[src/mswdt_pkg.sv]
// Constants, field layout and register map of the multi-stage watchdog
package mswdt_pkg;

  // Timing
  localparam int unsigned CLK_HZ        = 40_000_000;
  localparam int unsigned BOOT_TIME_MS  = 1000;
  localparam int unsigned BOOT_CYC      = BOOT_TIME_MS * (CLK_HZ / 1000);

  // Structure
  localparam int unsigned NUM_INST      = 3;
  localparam int unsigned NUM_STAGE     = 4;
  localparam int unsigned ALWAYS_ON_INST = 2;
  localparam int unsigned BOOT_MAIN_INST = 0;
  localparam int unsigned ADDR_W        = 12;
  localparam int unsigned INST_LSB      = 6;
  localparam int unsigned INST_W        = 2;

  // Register offsets inside one watchdog window
  localparam logic [5:0] OFF_CONFIG     = 6'h00;
  localparam logic [5:0] OFF_TMO0       = 6'h04;
  localparam logic [5:0] TMO_SPAN       = 6'h10;
  localparam logic [5:0] OFF_FEED       = 6'h14;
  localparam logic [5:0] OFF_WPROT      = 6'h18;
  localparam logic [5:0] OFF_COUNT      = 6'h1C;
  localparam logic [5:0] OFF_STAGE      = 6'h20;

  // Shared registers
  localparam logic [11:0] ADDR_IRQ_STATUS = 12'h100;
  localparam logic [11:0] ADDR_IRQ_MASK   = 12'h104;

  // Configuration fields
  localparam int unsigned CFG_EN_BIT    = 0;
  localparam int unsigned CFG_ACT_LSB   = 1;
  localparam int unsigned ACT_W         = 3;

  // Stage actions
  localparam logic [2:0] ACT_OFF        = 3'h0;
  localparam logic [2:0] ACT_IRQ        = 3'h1;
  localparam logic [2:0] ACT_CPU        = 3'h2;
  localparam logic [2:0] ACT_CORE       = 3'h3;
  localparam logic [2:0] ACT_SYS        = 3'h4;

  // Reset and boot values
  localparam logic [31:0] CFG_RST       = 32'h0000_0000;
  localparam logic [31:0] TMO_RST       = 32'h0000_FFFF;
  localparam logic [31:0] BOOT_CFG_AON  = 32'h0000_0009;
  localparam logic [31:0] BOOT_CFG_MAIN = 32'h0000_0007;
  // Arbitrary unlock value
  localparam logic [31:0] UNLOCK_KEY    = 32'h1F2E_3D4C;

  // AXI responses
  localparam logic [1:0] RESP_OKAY      = 2'h0;
  localparam logic [1:0] RESP_SLVERR    = 2'h2;

endpackage

[src/mswdt_reg_if.sv]
// Register access carrier between the bus slave and the register file
`timescale 1ns/100ps

interface mswdt_reg_if
  import mswdt_pkg::*;
();
  logic              wr_en;
  logic [ADDR_W-1:0] wr_addr;
  logic [31:0]       wr_data;
  logic [3:0]        wr_strb;
  logic              wr_err;
  logic              rd_en;
  logic [ADDR_W-1:0] rd_addr;
  logic [31:0]       rd_data;
  logic              rd_err;

  modport bus (output wr_en, wr_addr, wr_data, wr_strb, rd_en, rd_addr,
               input  wr_err, rd_data, rd_err);
  modport regs (input  wr_en, wr_addr, wr_data, wr_strb, rd_en, rd_addr,
                output wr_err, rd_data, rd_err);
endinterface

[src/mswdt_axil.sv]
// AXI4-Lite slave turning bus transfers into single register accesses
`timescale 1ns/100ps

module mswdt_axil
  import mswdt_pkg::*;
(
  input  logic              clk_i,
  input  logic              sys_rst_i,
  input  logic [ADDR_W-1:0] awaddr_i,
  input  logic              awvalid_i,
  output logic              awready_o,
  input  logic [31:0]       wdata_i,
  input  logic [3:0]        wstrb_i,
  input  logic              wvalid_i,
  output logic              wready_o,
  output logic [1:0]        bresp_o,
  output logic              bvalid_o,
  input  logic              bready_i,
  input  logic [ADDR_W-1:0] araddr_i,
  input  logic              arvalid_i,
  output logic              arready_o,
  output logic [31:0]       rdata_o,
  output logic [1:0]        rresp_o,
  output logic              rvalid_o,
  input  logic              rready_i,
  mswdt_reg_if.bus          rif
);
  logic              aw_held, next_aw_held, w_held, next_w_held;
  logic [ADDR_W-1:0] aw_addr, next_aw_addr;
  logic [31:0]       w_data, next_w_data, next_rdata;
  logic [3:0]        w_strb, next_w_strb;
  logic [1:0]        next_bresp, next_rresp;
  logic              next_bvalid, next_rvalid, next_awready, next_wready;
  logic              next_arready, wr_fire;

  // Address and data may arrive in either order; both are held first
  assign wr_fire     = aw_held && w_held && !bvalid_o;
  assign rif.wr_en   = wr_fire;
  assign rif.wr_addr = aw_addr;
  assign rif.wr_data = w_data;
  assign rif.wr_strb = w_strb;
  assign rif.rd_en   = arvalid_i && arready_o;
  assign rif.rd_addr = araddr_i;

  always_comb begin
    next_aw_held = aw_held;
    next_aw_addr = aw_addr;
    next_w_held  = w_held;
    next_w_data  = w_data;
    next_w_strb  = w_strb;
    next_bvalid  = bvalid_o;
    next_bresp   = bresp_o;
    next_rvalid  = rvalid_o;
    next_rdata   = rdata_o;
    next_rresp   = rresp_o;
    if (awvalid_i && awready_o) begin
      next_aw_held = 1'b1;
      next_aw_addr = awaddr_i;
    end
    if (wvalid_i && wready_o) begin
      next_w_held = 1'b1;
      next_w_data = wdata_i;
      next_w_strb = wstrb_i;
    end
    if (bvalid_o && bready_i) begin
      next_bvalid = 1'b0;
    end
    if (wr_fire) begin
      next_aw_held = 1'b0;
      next_w_held  = 1'b0;
      next_bvalid  = 1'b1;
      next_bresp   = rif.wr_err ? RESP_SLVERR : RESP_OKAY;
    end
    if (rvalid_o && rready_i) begin
      next_rvalid = 1'b0;
    end
    if (rif.rd_en) begin
      next_rvalid = 1'b1;
      next_rdata  = rif.rd_data;
      next_rresp  = rif.rd_err ? RESP_SLVERR : RESP_OKAY;
    end
    next_awready = !next_aw_held && !next_bvalid;
    next_wready  = !next_w_held && !next_bvalid;
    next_arready = !next_rvalid;
  end

  always_ff @(posedge clk_i) begin
    if (sys_rst_i) begin
      aw_held   <= 1'b0;
      aw_addr   <= '0;
      w_held    <= 1'b0;
      w_data    <= 32'h0000_0000;
      w_strb    <= 4'h0;
      bvalid_o  <= 1'b0;
      bresp_o   <= RESP_OKAY;
      rvalid_o  <= 1'b0;
      rdata_o   <= 32'h0000_0000;
      rresp_o   <= RESP_OKAY;
      awready_o <= 1'b0;
      wready_o  <= 1'b0;
      arready_o <= 1'b0;
    end else begin
      aw_held   <= next_aw_held;
      aw_addr   <= next_aw_addr;
      w_held    <= next_w_held;
      w_data    <= next_w_data;
      w_strb    <= next_w_strb;
      bvalid_o  <= next_bvalid;
      bresp_o   <= next_bresp;
      rvalid_o  <= next_rvalid;
      rdata_o   <= next_rdata;
      rresp_o   <= next_rresp;
      awready_o <= next_awready;
      wready_o  <= next_wready;
      arready_o <= next_arready;
    end
  end
endmodule

[src/mswdt_stage.sv]
// Four-stage expiry counter of one watchdog
`timescale 1ns/100ps

module mswdt_stage
  import mswdt_pkg::*;
(
  input  logic                       clk_i,
  input  logic                       sys_rst_i,
  input  logic                       en_i,
  input  logic                       feed_i,
  input  logic [NUM_STAGE-1:0][31:0] timeout_i,
  input  logic [NUM_STAGE-1:0][2:0]  act_i,
  output logic [31:0]                count_o,
  output logic [1:0]                 stage_o,
  output logic                       expire_o,
  output logic [2:0]                 exp_act_o
);
  typedef enum logic [3:0] {
    STG0 = 4'b0001,
    STG1 = 4'b0010,
    STG2 = 4'b0100,
    STG3 = 4'b1000
  } mswdt_stage_t;

  mswdt_stage_t state, next_state, succ;
  logic [1:0]   idx;
  logic [31:0]  next_count;
  logic         next_expire;
  logic [2:0]   next_act;

  always_comb begin
    case (state)
      STG0:    begin idx = 2'h0; succ = STG1; end
      STG1:    begin idx = 2'h1; succ = STG2; end
      STG2:    begin idx = 2'h2; succ = STG3; end
      STG3:    begin idx = 2'h3; succ = STG0; end
      default: begin idx = 2'h0; succ = STG0; end
    endcase
    next_state  = state;
    next_count  = count_o;
    next_expire = 1'b0;
    next_act    = ACT_OFF;
    if (!en_i || feed_i) begin
      next_state = STG0;
      next_count = 32'h0000_0000;
    end else if (act_i[idx] == ACT_OFF) begin
      // A disabled stage is stepped over so the others keep working
      next_state = succ;
      next_count = 32'h0000_0000;
    end else if ({1'b0, count_o} + 33'h0_0000_0001 >= {1'b0, timeout_i[idx]}) begin
      next_state  = succ;
      next_count  = 32'h0000_0000;
      next_expire = 1'b1;
      next_act    = act_i[idx];
    end else begin
      next_count = count_o + 32'h0000_0001;
    end
  end

  always_ff @(posedge clk_i) begin
    if (sys_rst_i) begin
      state     <= STG0;
      count_o   <= 32'h0000_0000;
      stage_o   <= 2'h0;
      expire_o  <= 1'b0;
      exp_act_o <= ACT_OFF;
    end else begin
      state     <= next_state;
      count_o   <= next_count;
      stage_o   <= (next_state == STG0) ? 2'h0 :
                   (next_state == STG1) ? 2'h1 :
                   (next_state == STG2) ? 2'h2 : 2'h3;
      expire_o  <= next_expire;
      exp_act_o <= next_act;
    end
  end
endmodule

[src/mswdt_top.sv]
// Multi-stage watchdog top: three watchdogs, registers and event outputs
`timescale 1ns/100ps

// Behaviour
// Three watchdogs: two main, one always-on
// Four stages stepped in order while running
// Stage expiry acts unless fed or disabled
// Actions: interrupt, CPU, core, system reset
// System reset only from always-on watchdog
// Per-stage timeout, 32-bit expiry counter
// Each stage configured and disabled separately
// Write protection guards watchdog configuration
// Flash boot starts always-on and first main
// Slow flash boot reboots whole system
// Feed clears counter; next stage from zero
// Resets pulse once; interrupt flag sticks
module mswdt_top
  import mswdt_pkg::*;
#(
  parameter int unsigned BOOT_CYCLES = BOOT_CYC
) (
  input  logic              clk_i,
  input  logic              sys_rst_i,
  input  logic              boot_flash_i,
  input  logic [ADDR_W-1:0] s_axi_awaddr_i,
  input  logic              s_axi_awvalid_i,
  output logic              s_axi_awready_o,
  input  logic [31:0]       s_axi_wdata_i,
  input  logic [3:0]        s_axi_wstrb_i,
  input  logic              s_axi_wvalid_i,
  output logic              s_axi_wready_o,
  output logic [1:0]        s_axi_bresp_o,
  output logic              s_axi_bvalid_o,
  input  logic              s_axi_bready_i,
  input  logic [ADDR_W-1:0] s_axi_araddr_i,
  input  logic              s_axi_arvalid_i,
  output logic              s_axi_arready_o,
  output logic [31:0]       s_axi_rdata_o,
  output logic [1:0]        s_axi_rresp_o,
  output logic              s_axi_rvalid_o,
  input  logic              s_axi_rready_i,
  output logic              irq_o,
  output logic              cpu_rst_req_o,
  output logic              core_rst_req_o,
  output logic              sys_rst_req_o
);
  if (BOOT_CYCLES == 0) begin : g_chk_boot
    $error("BOOT_CYCLES must be at least one");
  end
  if (NUM_INST > (1 << INST_W) || ALWAYS_ON_INST >= NUM_INST) begin : g_chk
    $error("Instance layout does not fit the address window");
  end

  mswdt_reg_if rif ();

  logic [NUM_INST-1:0][31:0]                 cfg, next_cfg;
  logic [NUM_INST-1:0][NUM_STAGE-1:0][31:0]  tmo, next_tmo;
  logic [NUM_INST-1:0][NUM_STAGE-1:0][2:0]   act;
  logic [NUM_INST-1:0][31:0]                 count;
  logic [NUM_INST-1:0][1:0]                  stage;
  logic [NUM_INST-1:0][2:0]                  exp_act;
  logic [NUM_INST-1:0]                       expire, feed;
  logic [NUM_INST-1:0]                       locked, next_locked;
  logic [NUM_INST-1:0]                       status, next_status;
  logic [NUM_INST-1:0]                       mask, next_mask;
  logic [NUM_INST-1:0]                       irq_set, cpu_ev, core_ev, sys_ev;
  logic                                      boot_done, next_boot_done;
  logic                                      next_irq, next_cpu, next_core;
  logic                                      next_sys;
  logic                                      w_win, r_win;
  logic [INST_W-1:0]                         w_inst, r_inst;
  logic [5:0]                                w_off, r_off, w_rel, r_rel;

  // Keeps only legal actions; system reset is refused off the always-on one
  function automatic logic [31:0] mswdt_clean(input logic [31:0] val,
                                              input logic        aon);
    logic [31:0] r;
    logic [2:0]  a;
    r = 32'h0000_0000;
    r[CFG_EN_BIT] = val[CFG_EN_BIT];
    for (int s = 0; s < NUM_STAGE; s++) begin
      a = val[CFG_ACT_LSB + ACT_W * s +: ACT_W];
      if (a > ACT_SYS || (a == ACT_SYS && !aon)) begin
        a = ACT_OFF;
      end
      r[CFG_ACT_LSB + ACT_W * s +: ACT_W] = a;
    end
    return r;
  endfunction

  function automatic logic [31:0] mswdt_merge(input logic [31:0] old,
                                              input logic [31:0] val,
                                              input logic [3:0]  strb);
    logic [31:0] r;
    r = old;
    for (int b = 0; b < 4; b++) begin
      if (strb[b]) begin
        r[8 * b +: 8] = val[8 * b +: 8];
      end
    end
    return r;
  endfunction

  mswdt_axil u_axil (
    .clk_i     (clk_i),
    .sys_rst_i (sys_rst_i),
    .awaddr_i  (s_axi_awaddr_i),
    .awvalid_i (s_axi_awvalid_i),
    .awready_o (s_axi_awready_o),
    .wdata_i   (s_axi_wdata_i),
    .wstrb_i   (s_axi_wstrb_i),
    .wvalid_i  (s_axi_wvalid_i),
    .wready_o  (s_axi_wready_o),
    .bresp_o   (s_axi_bresp_o),
    .bvalid_o  (s_axi_bvalid_o),
    .bready_i  (s_axi_bready_i),
    .araddr_i  (s_axi_araddr_i),
    .arvalid_i (s_axi_arvalid_i),
    .arready_o (s_axi_arready_o),
    .rdata_o   (s_axi_rdata_o),
    .rresp_o   (s_axi_rresp_o),
    .rvalid_o  (s_axi_rvalid_o),
    .rready_i  (s_axi_rready_i),
    .rif       (rif)
  );

  // Two main watchdogs and one always-on watchdog share the same core
  for (genvar g = 0; g < NUM_INST; g++) begin : g_wdt
    for (genvar s = 0; s < NUM_STAGE; s++) begin : g_act
      assign act[g][s] = cfg[g][CFG_ACT_LSB + ACT_W * s +: ACT_W];
    end
    mswdt_stage u_stage (
      .clk_i     (clk_i),
      .sys_rst_i (sys_rst_i),
      .en_i      (cfg[g][CFG_EN_BIT]),
      .feed_i    (feed[g]),
      .timeout_i (tmo[g]),
      .act_i     (act[g]),
      .count_o   (count[g]),
      .stage_o   (stage[g]),
      .expire_o  (expire[g]),
      .exp_act_o (exp_act[g])
    );
    assign irq_set[g] = expire[g] && (exp_act[g] == ACT_IRQ);
    assign cpu_ev[g]  = expire[g] && (exp_act[g] == ACT_CPU);
    assign core_ev[g] = expire[g] && (exp_act[g] == ACT_CORE);
    assign sys_ev[g]  = expire[g] && (exp_act[g] == ACT_SYS);
  end

  assign w_inst = rif.wr_addr[INST_LSB +: INST_W];
  assign w_off  = rif.wr_addr[5:0];
  assign w_rel  = w_off - OFF_TMO0;
  assign w_win  = (rif.wr_addr[ADDR_W-1:INST_LSB+INST_W] == '0) &&
                  (int'(w_inst) < NUM_INST);
  assign r_inst = rif.rd_addr[INST_LSB +: INST_W];
  assign r_off  = rif.rd_addr[5:0];
  assign r_rel  = r_off - OFF_TMO0;
  assign r_win  = (rif.rd_addr[ADDR_W-1:INST_LSB+INST_W] == '0) &&
                  (int'(r_inst) < NUM_INST);

  // Register writes, boot arming and sticky status
  always_comb begin
    next_cfg       = cfg;
    next_tmo       = tmo;
    next_locked    = locked;
    next_mask      = mask;
    next_status    = status;
    next_boot_done = 1'b1;
    feed           = '0;
    rif.wr_err     = 1'b0;
    // Strap is caught in the first cycle after reset, not during it
    if (!boot_done && boot_flash_i) begin
      next_cfg[ALWAYS_ON_INST]    = BOOT_CFG_AON;
      next_cfg[BOOT_MAIN_INST]    = BOOT_CFG_MAIN;
      next_tmo[ALWAYS_ON_INST][0] = BOOT_CYCLES;
      next_tmo[BOOT_MAIN_INST][0] = BOOT_CYCLES;
    end
    if (rif.wr_en) begin
      if (rif.wr_addr == ADDR_IRQ_STATUS) begin
        if (rif.wr_strb[0]) begin
          next_status = status & ~rif.wr_data[NUM_INST-1:0];
        end
      end else if (rif.wr_addr == ADDR_IRQ_MASK) begin
        if (rif.wr_strb[0]) begin
          next_mask = rif.wr_data[NUM_INST-1:0];
        end
      end else if (w_win && w_off == OFF_CONFIG) begin
        if (!locked[w_inst]) begin
          next_cfg[w_inst] = mswdt_clean(
            mswdt_merge(cfg[w_inst], rif.wr_data, rif.wr_strb),
            int'(w_inst) == ALWAYS_ON_INST);
        end
      end else if (w_win && w_off >= OFF_TMO0 && w_rel < TMO_SPAN &&
                   w_off[1:0] == 2'h0) begin
        if (!locked[w_inst]) begin
          next_tmo[w_inst][w_rel[3:2]] = mswdt_merge(
            tmo[w_inst][w_rel[3:2]], rif.wr_data, rif.wr_strb);
        end
      end else if (w_win && w_off == OFF_FEED) begin
        feed[w_inst] = 1'b1;
      end else if (w_win && w_off == OFF_WPROT) begin
        // Any value other than the key closes the lock again
        next_locked[w_inst] = (rif.wr_data != UNLOCK_KEY);
      end else if (w_win && (w_off == OFF_COUNT || w_off == OFF_STAGE)) begin
        rif.wr_err = 1'b0;
      end else begin
        rif.wr_err = 1'b1;
      end
    end
    // An expiry in the clearing cycle is kept
    next_status = next_status | irq_set;
  end

  // Read mux; reads have no side effects
  always_comb begin
    rif.rd_data = 32'h0000_0000;
    rif.rd_err  = 1'b0;
    if (rif.rd_addr == ADDR_IRQ_STATUS) begin
      rif.rd_data[NUM_INST-1:0] = status;
    end else if (rif.rd_addr == ADDR_IRQ_MASK) begin
      rif.rd_data[NUM_INST-1:0] = mask;
    end else if (r_win && r_off == OFF_CONFIG) begin
      rif.rd_data = cfg[r_inst];
    end else if (r_win && r_off >= OFF_TMO0 && r_rel < TMO_SPAN &&
                 r_off[1:0] == 2'h0) begin
      rif.rd_data = tmo[r_inst][r_rel[3:2]];
    end else if (r_win && r_off == OFF_FEED) begin
      rif.rd_data = 32'h0000_0000;
    end else if (r_win && r_off == OFF_WPROT) begin
      rif.rd_data[0] = locked[r_inst];
    end else if (r_win && r_off == OFF_COUNT) begin
      rif.rd_data = count[r_inst];
    end else if (r_win && r_off == OFF_STAGE) begin
      rif.rd_data[1:0] = stage[r_inst];
    end else begin
      rif.rd_err = 1'b1;
    end
  end

  // Event outputs; resets are single-cycle requests
  always_comb begin
    next_irq  = |(next_status & next_mask);
    next_cpu  = |cpu_ev;
    next_core = |core_ev;
    next_sys  = |sys_ev;
  end

  always_ff @(posedge clk_i) begin
    if (sys_rst_i) begin
      cfg       <= {NUM_INST{CFG_RST}};
      tmo       <= {(NUM_INST * NUM_STAGE){TMO_RST}};
      locked    <= '1;
      status    <= '0;
      mask      <= '0;
      boot_done <= 1'b0;
    end else begin
      cfg       <= next_cfg;
      tmo       <= next_tmo;
      locked    <= next_locked;
      status    <= next_status;
      mask      <= next_mask;
      boot_done <= next_boot_done;
    end
  end

  always_ff @(posedge clk_i) begin
    if (sys_rst_i) begin
      irq_o          <= 1'b0;
      cpu_rst_req_o  <= 1'b0;
      core_rst_req_o <= 1'b0;
      sys_rst_req_o  <= 1'b0;
    end else begin
      irq_o          <= next_irq;
      cpu_rst_req_o  <= next_cpu;
      core_rst_req_o <= next_core;
      sys_rst_req_o  <= next_sys;
    end
  end
endmodule
[config.mk]
export PLATFORM = sky130hd
export DESIGN_NAME = mswdt_top
export DESIGN_NICKNAME = d
export VERILOG_FILES = /design/src/mswdt_pkg.sv /design/src/mswdt_reg_if.sv /design/src/mswdt_axil.sv /design/src/mswdt_stage.sv /design/src/mswdt_top.sv
export SDC_FILE = /design/constraint.sdc
export NUM_CORES = 2
export LEC_CHECK = 0
export BUFFER_PORTS_ARGS = -buffer_cell sky130_fd_sc_hd__buf_4
export CAP_MARGIN = 20
export CELL_PAD_IN_SITES_DETAIL_PLACEMENT = 0
export CELL_PAD_IN_SITES_GLOBAL_PLACEMENT = 1
export CORE_AREA = 10 10 307 309
export DETAILED_ROUTE_END_ITERATION = 10
export DIE_AREA = 0 0 317 319
export HOLD_SLACK_MARGIN = 0.02
export PLACE_DENSITY = 0.77
export SLEW_MARGIN = 20
export SYNTH_ARGS = -nofsm -noshare
export SYNTH_HDL_FRONTEND = slang
export SYNTH_HIERARCHICAL = 1
export SYNTH_SLANG_ARGS = --single-unit
[constraint.sdc]
create_clock -name clk_i -period 9.83 [get_ports clk_i]
set_input_delay 0.4915 -clock clk_i [delete_from_list [all_inputs] [get_ports clk_i]]
set_output_delay 0.4915 -clock clk_i [all_outputs]
set_load 0.02 [all_outputs]
==> flow_summary.yaml <==
outcome:
  result_of_the_run: "complete, no violations"
sta:
  final_setup_violation_count: 0
  fmaxAchievable_mhz: 187
  layout_min_cycle_time_ps: 5340
  grt_setup_unrepaired: "false"
  number_of_hold_slack_violations_in_the_final_timing_report: 0
  worst_setup_skew_after_layout_ps: 42.5
  final.setup.tns_ps: 0
  worst_slew_pin_slew_ps: 1270
  fin_crit_sh: 0.544
  post_layout_worst_setup_margin_ps: 4490
  timing.max_slew.rel_slack: 0.152
  final-max-slew-violation-count: 0
finish:
  register_area_sq_um: 13800
  nFillCells: 8313
  antenna_cells: 0
  mostFrequentLayoutCells: "689 x sky130_fd_sc_hd__dfxtp_1, 514 x sky130_fd_sc_hd__nand2_1, 391 x sky130_fd_sc_hd__a21oi_1, 301 x sky130_fd_sc_hd__o21ai_0, 205 x sky130_fd_sc_hd__mux4_2"
  commonest_non_fill_non_tap_cell_in_the_layout: "sky130_fd_sc_hd__dfxtp_1"
  post_route_cells_drive_above_1_share: 0.172
  multi_input_gate_area_in_the_final_layout_sq_um: 23100
  fin_nets: 4395
  flow.area_growth_from_synthesis_pct: 9.85
clock_network:
  hold_buffers: 0
  cts-resized-gates: 0
  cts_buffers: 79
  ctsRootBufferMaster: "sky130_fd_sc_hd__clkbuf_16"
  tritoncts_num_sinks: 690
  cts.clk_slew.worst_paths_ps: 60
  cts_tree: "done"
  post-cts-setup-buffers: 0
  clock_path_buffers: 3
  clk-insertion-delay-late_ps: 660
  cts_htree_levels: 3
route:
  antenna_violating_nets_post_route: 0
  dr_total_vias: 35600
  detail_route.iter0.violations: 4837
  detail_route.first_pass.iterations: 7
  avgViaCountPerCell: 6.54
  post_drt_wl_per_cell_um: 27.9
  total_routed_length_um: 152000
  post-route-drc-count: 0
placement:
  dp_worst_setup_slack_ps: 4630
  port-buffer-count: 110
  gp_routability_congestion: 0.928
  post-dp-hpwl_um: 102000
synth:
  count_of_flip_flops_with_a_built_in_enable_after_synthesis: 0
  synth.ff_latch_count: 690
  syn-cell-area_sq_um: 39200
  seq_area_frac_synth: 0.352
  synth.avg_cell_area_sq_um: 9.02
  netlist-cell-type-count: 83
  synthCells: 4348
  synth-main-ff-cell: "sky130_fd_sc_hd__dfxtp_1"
  synth-warning-count: 6
  async_flop_share: 0
setup_path:
  timing.critical_path.to_type: "flop"
  timing.critical_path.max_delay_family: "buffers and inverters"
  critPathRequiredTime_ps: 10330
  crit_chain: "xnor2_1 -> or3_2 -> buf_4 -> mux4_2 -> inv_1 -> ha_1 -> nand4_1 -> nor2_1 -> a211o_1 -> o211ai_1 -> nor4bb_4 -> buf_4 -> mux2i_1 -> a311oi_1"
  worstPathMaxFanout: 31
  critical_path.startpoint_type: "flop"
  crit_buf_inv: 3
  biggest_cell_delay_along_the_critical_path_ps: 730
  rrSetupSlack_ps: 4490
  crit_slowest_cell: "sky130_fd_sc_hd__buf_4"
  worst-endpoint-arrival_ps: 5850
  crit_top_cell: "sky130_fd_sc_hd__buf_4"
  critical_path_class: "flop to flop"
pwr:
  power_switching_share: 0.260
  power.clock.fraction: 0.484
  ir_worst_vdd_v: 0.000119
  part_of_the_power_in_combinational_logic: 0.080
  p_leak_nw: 16.1
  powerDensity_nw_per_um2: 152
  power.internal_mw: 4.85
  power.sequential.fraction: 0.436
  net-switching-power_mw: 1.70
global_routing:
  antenna_found_initial: 11
  track_usage: 0.289
  global_route_wire_length_before_repair_um: 223000
  grt_max_degree: 102
  global_route.overflow_total: 0
  grt_pass1_vias: 33000
floorplanning:
  core-area_sq_um: 88000
  die-height_um: 319
  start_util: 0.446
  placement_rows: 109
  ioPinCount: 113
  die_area_sq_um: 101000
  die_w_um: 317
worst_hold_path:
  timing.hold.worst.class: "primary input to flop"
flow_run:
  max_cap_violations: 0
-- synth_stat cells, types with 10 or more instances --
| cell | number | share of area |
|---|---|---|
| sky130_fd_sc_hd__a22oi_1 | 66 | 0.013 |
| sky130_fd_sc_hd__ha_1 | 109 | 0.035 |
| sky130_fd_sc_hd__nand2b_1 | 27 | 0.0043 |
| sky130_fd_sc_hd__and3_1 | 116 | 0.018 |
| sky130_fd_sc_hd__o22ai_1 | 183 | 0.029 |
| sky130_fd_sc_hd__nand2_1 | 514 | 0.049 |
| sky130_fd_sc_hd__dfxtp_1 | 690 | 0.35 |
| sky130_fd_sc_hd__buf_1 | 40 | 0.0038 |
| sky130_fd_sc_hd__nor2_1 | 149 | 0.014 |
| sky130_fd_sc_hd__a21o_1 | 11 | 0.0021 |
| sky130_fd_sc_hd__mux2i_1 | 127 | 0.032 |
| sky130_fd_sc_hd__nor3_1 | 35 | 0.0045 |
| sky130_fd_sc_hd__mux4_2 | 205 | 0.12 |
| sky130_fd_sc_hd__nor2b_1 | 36 | 0.0057 |
| sky130_fd_sc_hd__nor4_1 | 27 | 0.0043 |
| sky130_fd_sc_hd__a31oi_1 | 29 | 0.0046 |
| sky130_fd_sc_hd__nand2_2 | 10 | 0.0016 |
| sky130_fd_sc_hd__buf_6 | 12 | 0.0034 |
| sky130_fd_sc_hd__clkbuf_1 | 181 | 0.017 |
| sky130_fd_sc_hd__o21ai_0 | 302 | 0.039 |
| sky130_fd_sc_hd__nor3b_1 | 13 | 0.0025 |
| sky130_fd_sc_hd__nand4_1 | 80 | 0.013 |
| sky130_fd_sc_hd__or3_1 | 13 | 0.0021 |
| sky130_fd_sc_hd__buf_4 | 49 | 0.0094 |
| sky130_fd_sc_hd__a211oi_1 | 16 | 0.0031 |
| sky130_fd_sc_hd__xnor2_1 | 65 | 0.015 |
| sky130_fd_sc_hd__nand3_1 | 117 | 0.015 |
| sky130_fd_sc_hd__buf_2 | 116 | 0.015 |
| sky130_fd_sc_hd__a21oi_2 | 10 | 0.0022 |
| sky130_fd_sc_hd__xor2_1 | 36 | 0.0080 |
| sky130_fd_sc_hd__and2_1 | 65 | 0.010 |
| sky130_fd_sc_hd__o21ai_1 | 24 | 0.0031 |
| sky130_fd_sc_hd__inv_1 | 128 | 0.012 |
| sky130_fd_sc_hd__a221oi_1 | 82 | 0.018 |
| sky130_fd_sc_hd__a21oi_1 | 391 | 0.050 |
| sky130_fd_sc_hd__mux2_2 | 133 | 0.038 |
-- cells by family after synthesis --
kind of cell,count (synthesis),share of synthesized area
compound gates,1183,0.179
xor+xnor,101,0.0225
fa+ha+maj,109,0.0348
buf+inv,533,0.0628
flops,690,0.352
mux,468,0.189
other cells,1,0.0000956
simple gates,1263,0.159
-- tightest hold or removal path: cells and delay by family --
family / cells / cell delay (ps)
compound gates: 1 / 50
buf+inv: 1 / 110
simple gates: 1 / 50
-- layout make-up --
| type | instances | share of cell area |
|---|---|---|
| multi-input cells | 3126 | 0.536 |
| flip-flops and latches | 690 | 0.321 |
| clock buffers | 113 | 0.0537 |
| well taps | 1165 | 0.0338 |
| repair buffers | 190 | 0.0336 |
| inverters | 131 | 0.0116 |
| clock inverters | 31 | 0.0109 |
-- sequential cells by signal, indices dropped and copies added, names as in the netlist, 3 cells and up --
| signal | flops |
|---|---|
| u_axil/rif.wr_strb | 4 |
| status | 3 |
| g_wdt.u_stage/count_o | 96 |
| g_wdt.u_stage/stage_o | 6 |
| tmo | 384 |
| u_axil/rdata_o | 32 |
| locked | 3 |
| u_axil/rif.wr_data | 32 |
| g_wdt.u_stage/expire_o | 3 |
| mask | 3 |
| cfg | 41 |
| u_axil/rif.wr_addr | 12 |
| g_wdt.u_stage/state | 12 |
| act | 36 |
| g_wdt.u_stage/exp_act_o | 9 |
-- per-layer routing --
layer	up-vias	GRT usage	wire, um
li1	15800	-	-
met1	17300	0.392	61900
met2	2157	0.422	64800
met3	408	0.0917	18600
met4	16	0.112	6510
met5	-	0	110
-- metrics by stage --
stage          instances  power, mW  hold WS [ps]  instance area, sq um  utilization
3_5_place_dp        5302       3.43           439                 40300        0.458
6_report            5446       6.55          84.4                 43100        0.490
2_1_floorplan       4349       3.25           424                 39200            -
3_3_place_gp        5301       3.42           436                 40300        0.458
5_1_grt             5446       6.72          75.3                 43100        0.490
4_1_cts             5446       6.56          64.7                 43100        0.490
-- path summary, 6_finish.rpt --
path                                             start                                endpoint  cells past startpoint
setup / recovery  g_wdt[1].u_stage/state[1]$_SDFF_PP0_  g_wdt[1].u_stage/stage_o[1]$_SDFF_PP0_                     14
hold / removal                       s_axi_wdata_i[16]     u_axil/rif.wr_data[16]$_SDFFE_PP0P_                      3
setup reg to reg  g_wdt[1].u_stage/state[1]$_SDFF_PP0_  g_wdt[1].u_stage/stage_o[1]$_SDFF_PP0_                     14
hold reg to reg                     cfg[24]$_SDFF_PP0_                      cfg[24]$_SDFF_PP0_                      1
-- power by group through the flow --
stage	Combinational [mW]	Sequential [mW]	Clock [mW]
after floorplan	0.355	2.90	0
after global placement	0.507	2.92	0
after detailed placement	0.509	2.92	0
after CTS	0.510	2.86	3.19
after global routing	0.552	2.86	3.31
final	0.524	2.86	3.17
Note: power is estimated with default switching activity, not from simulation.
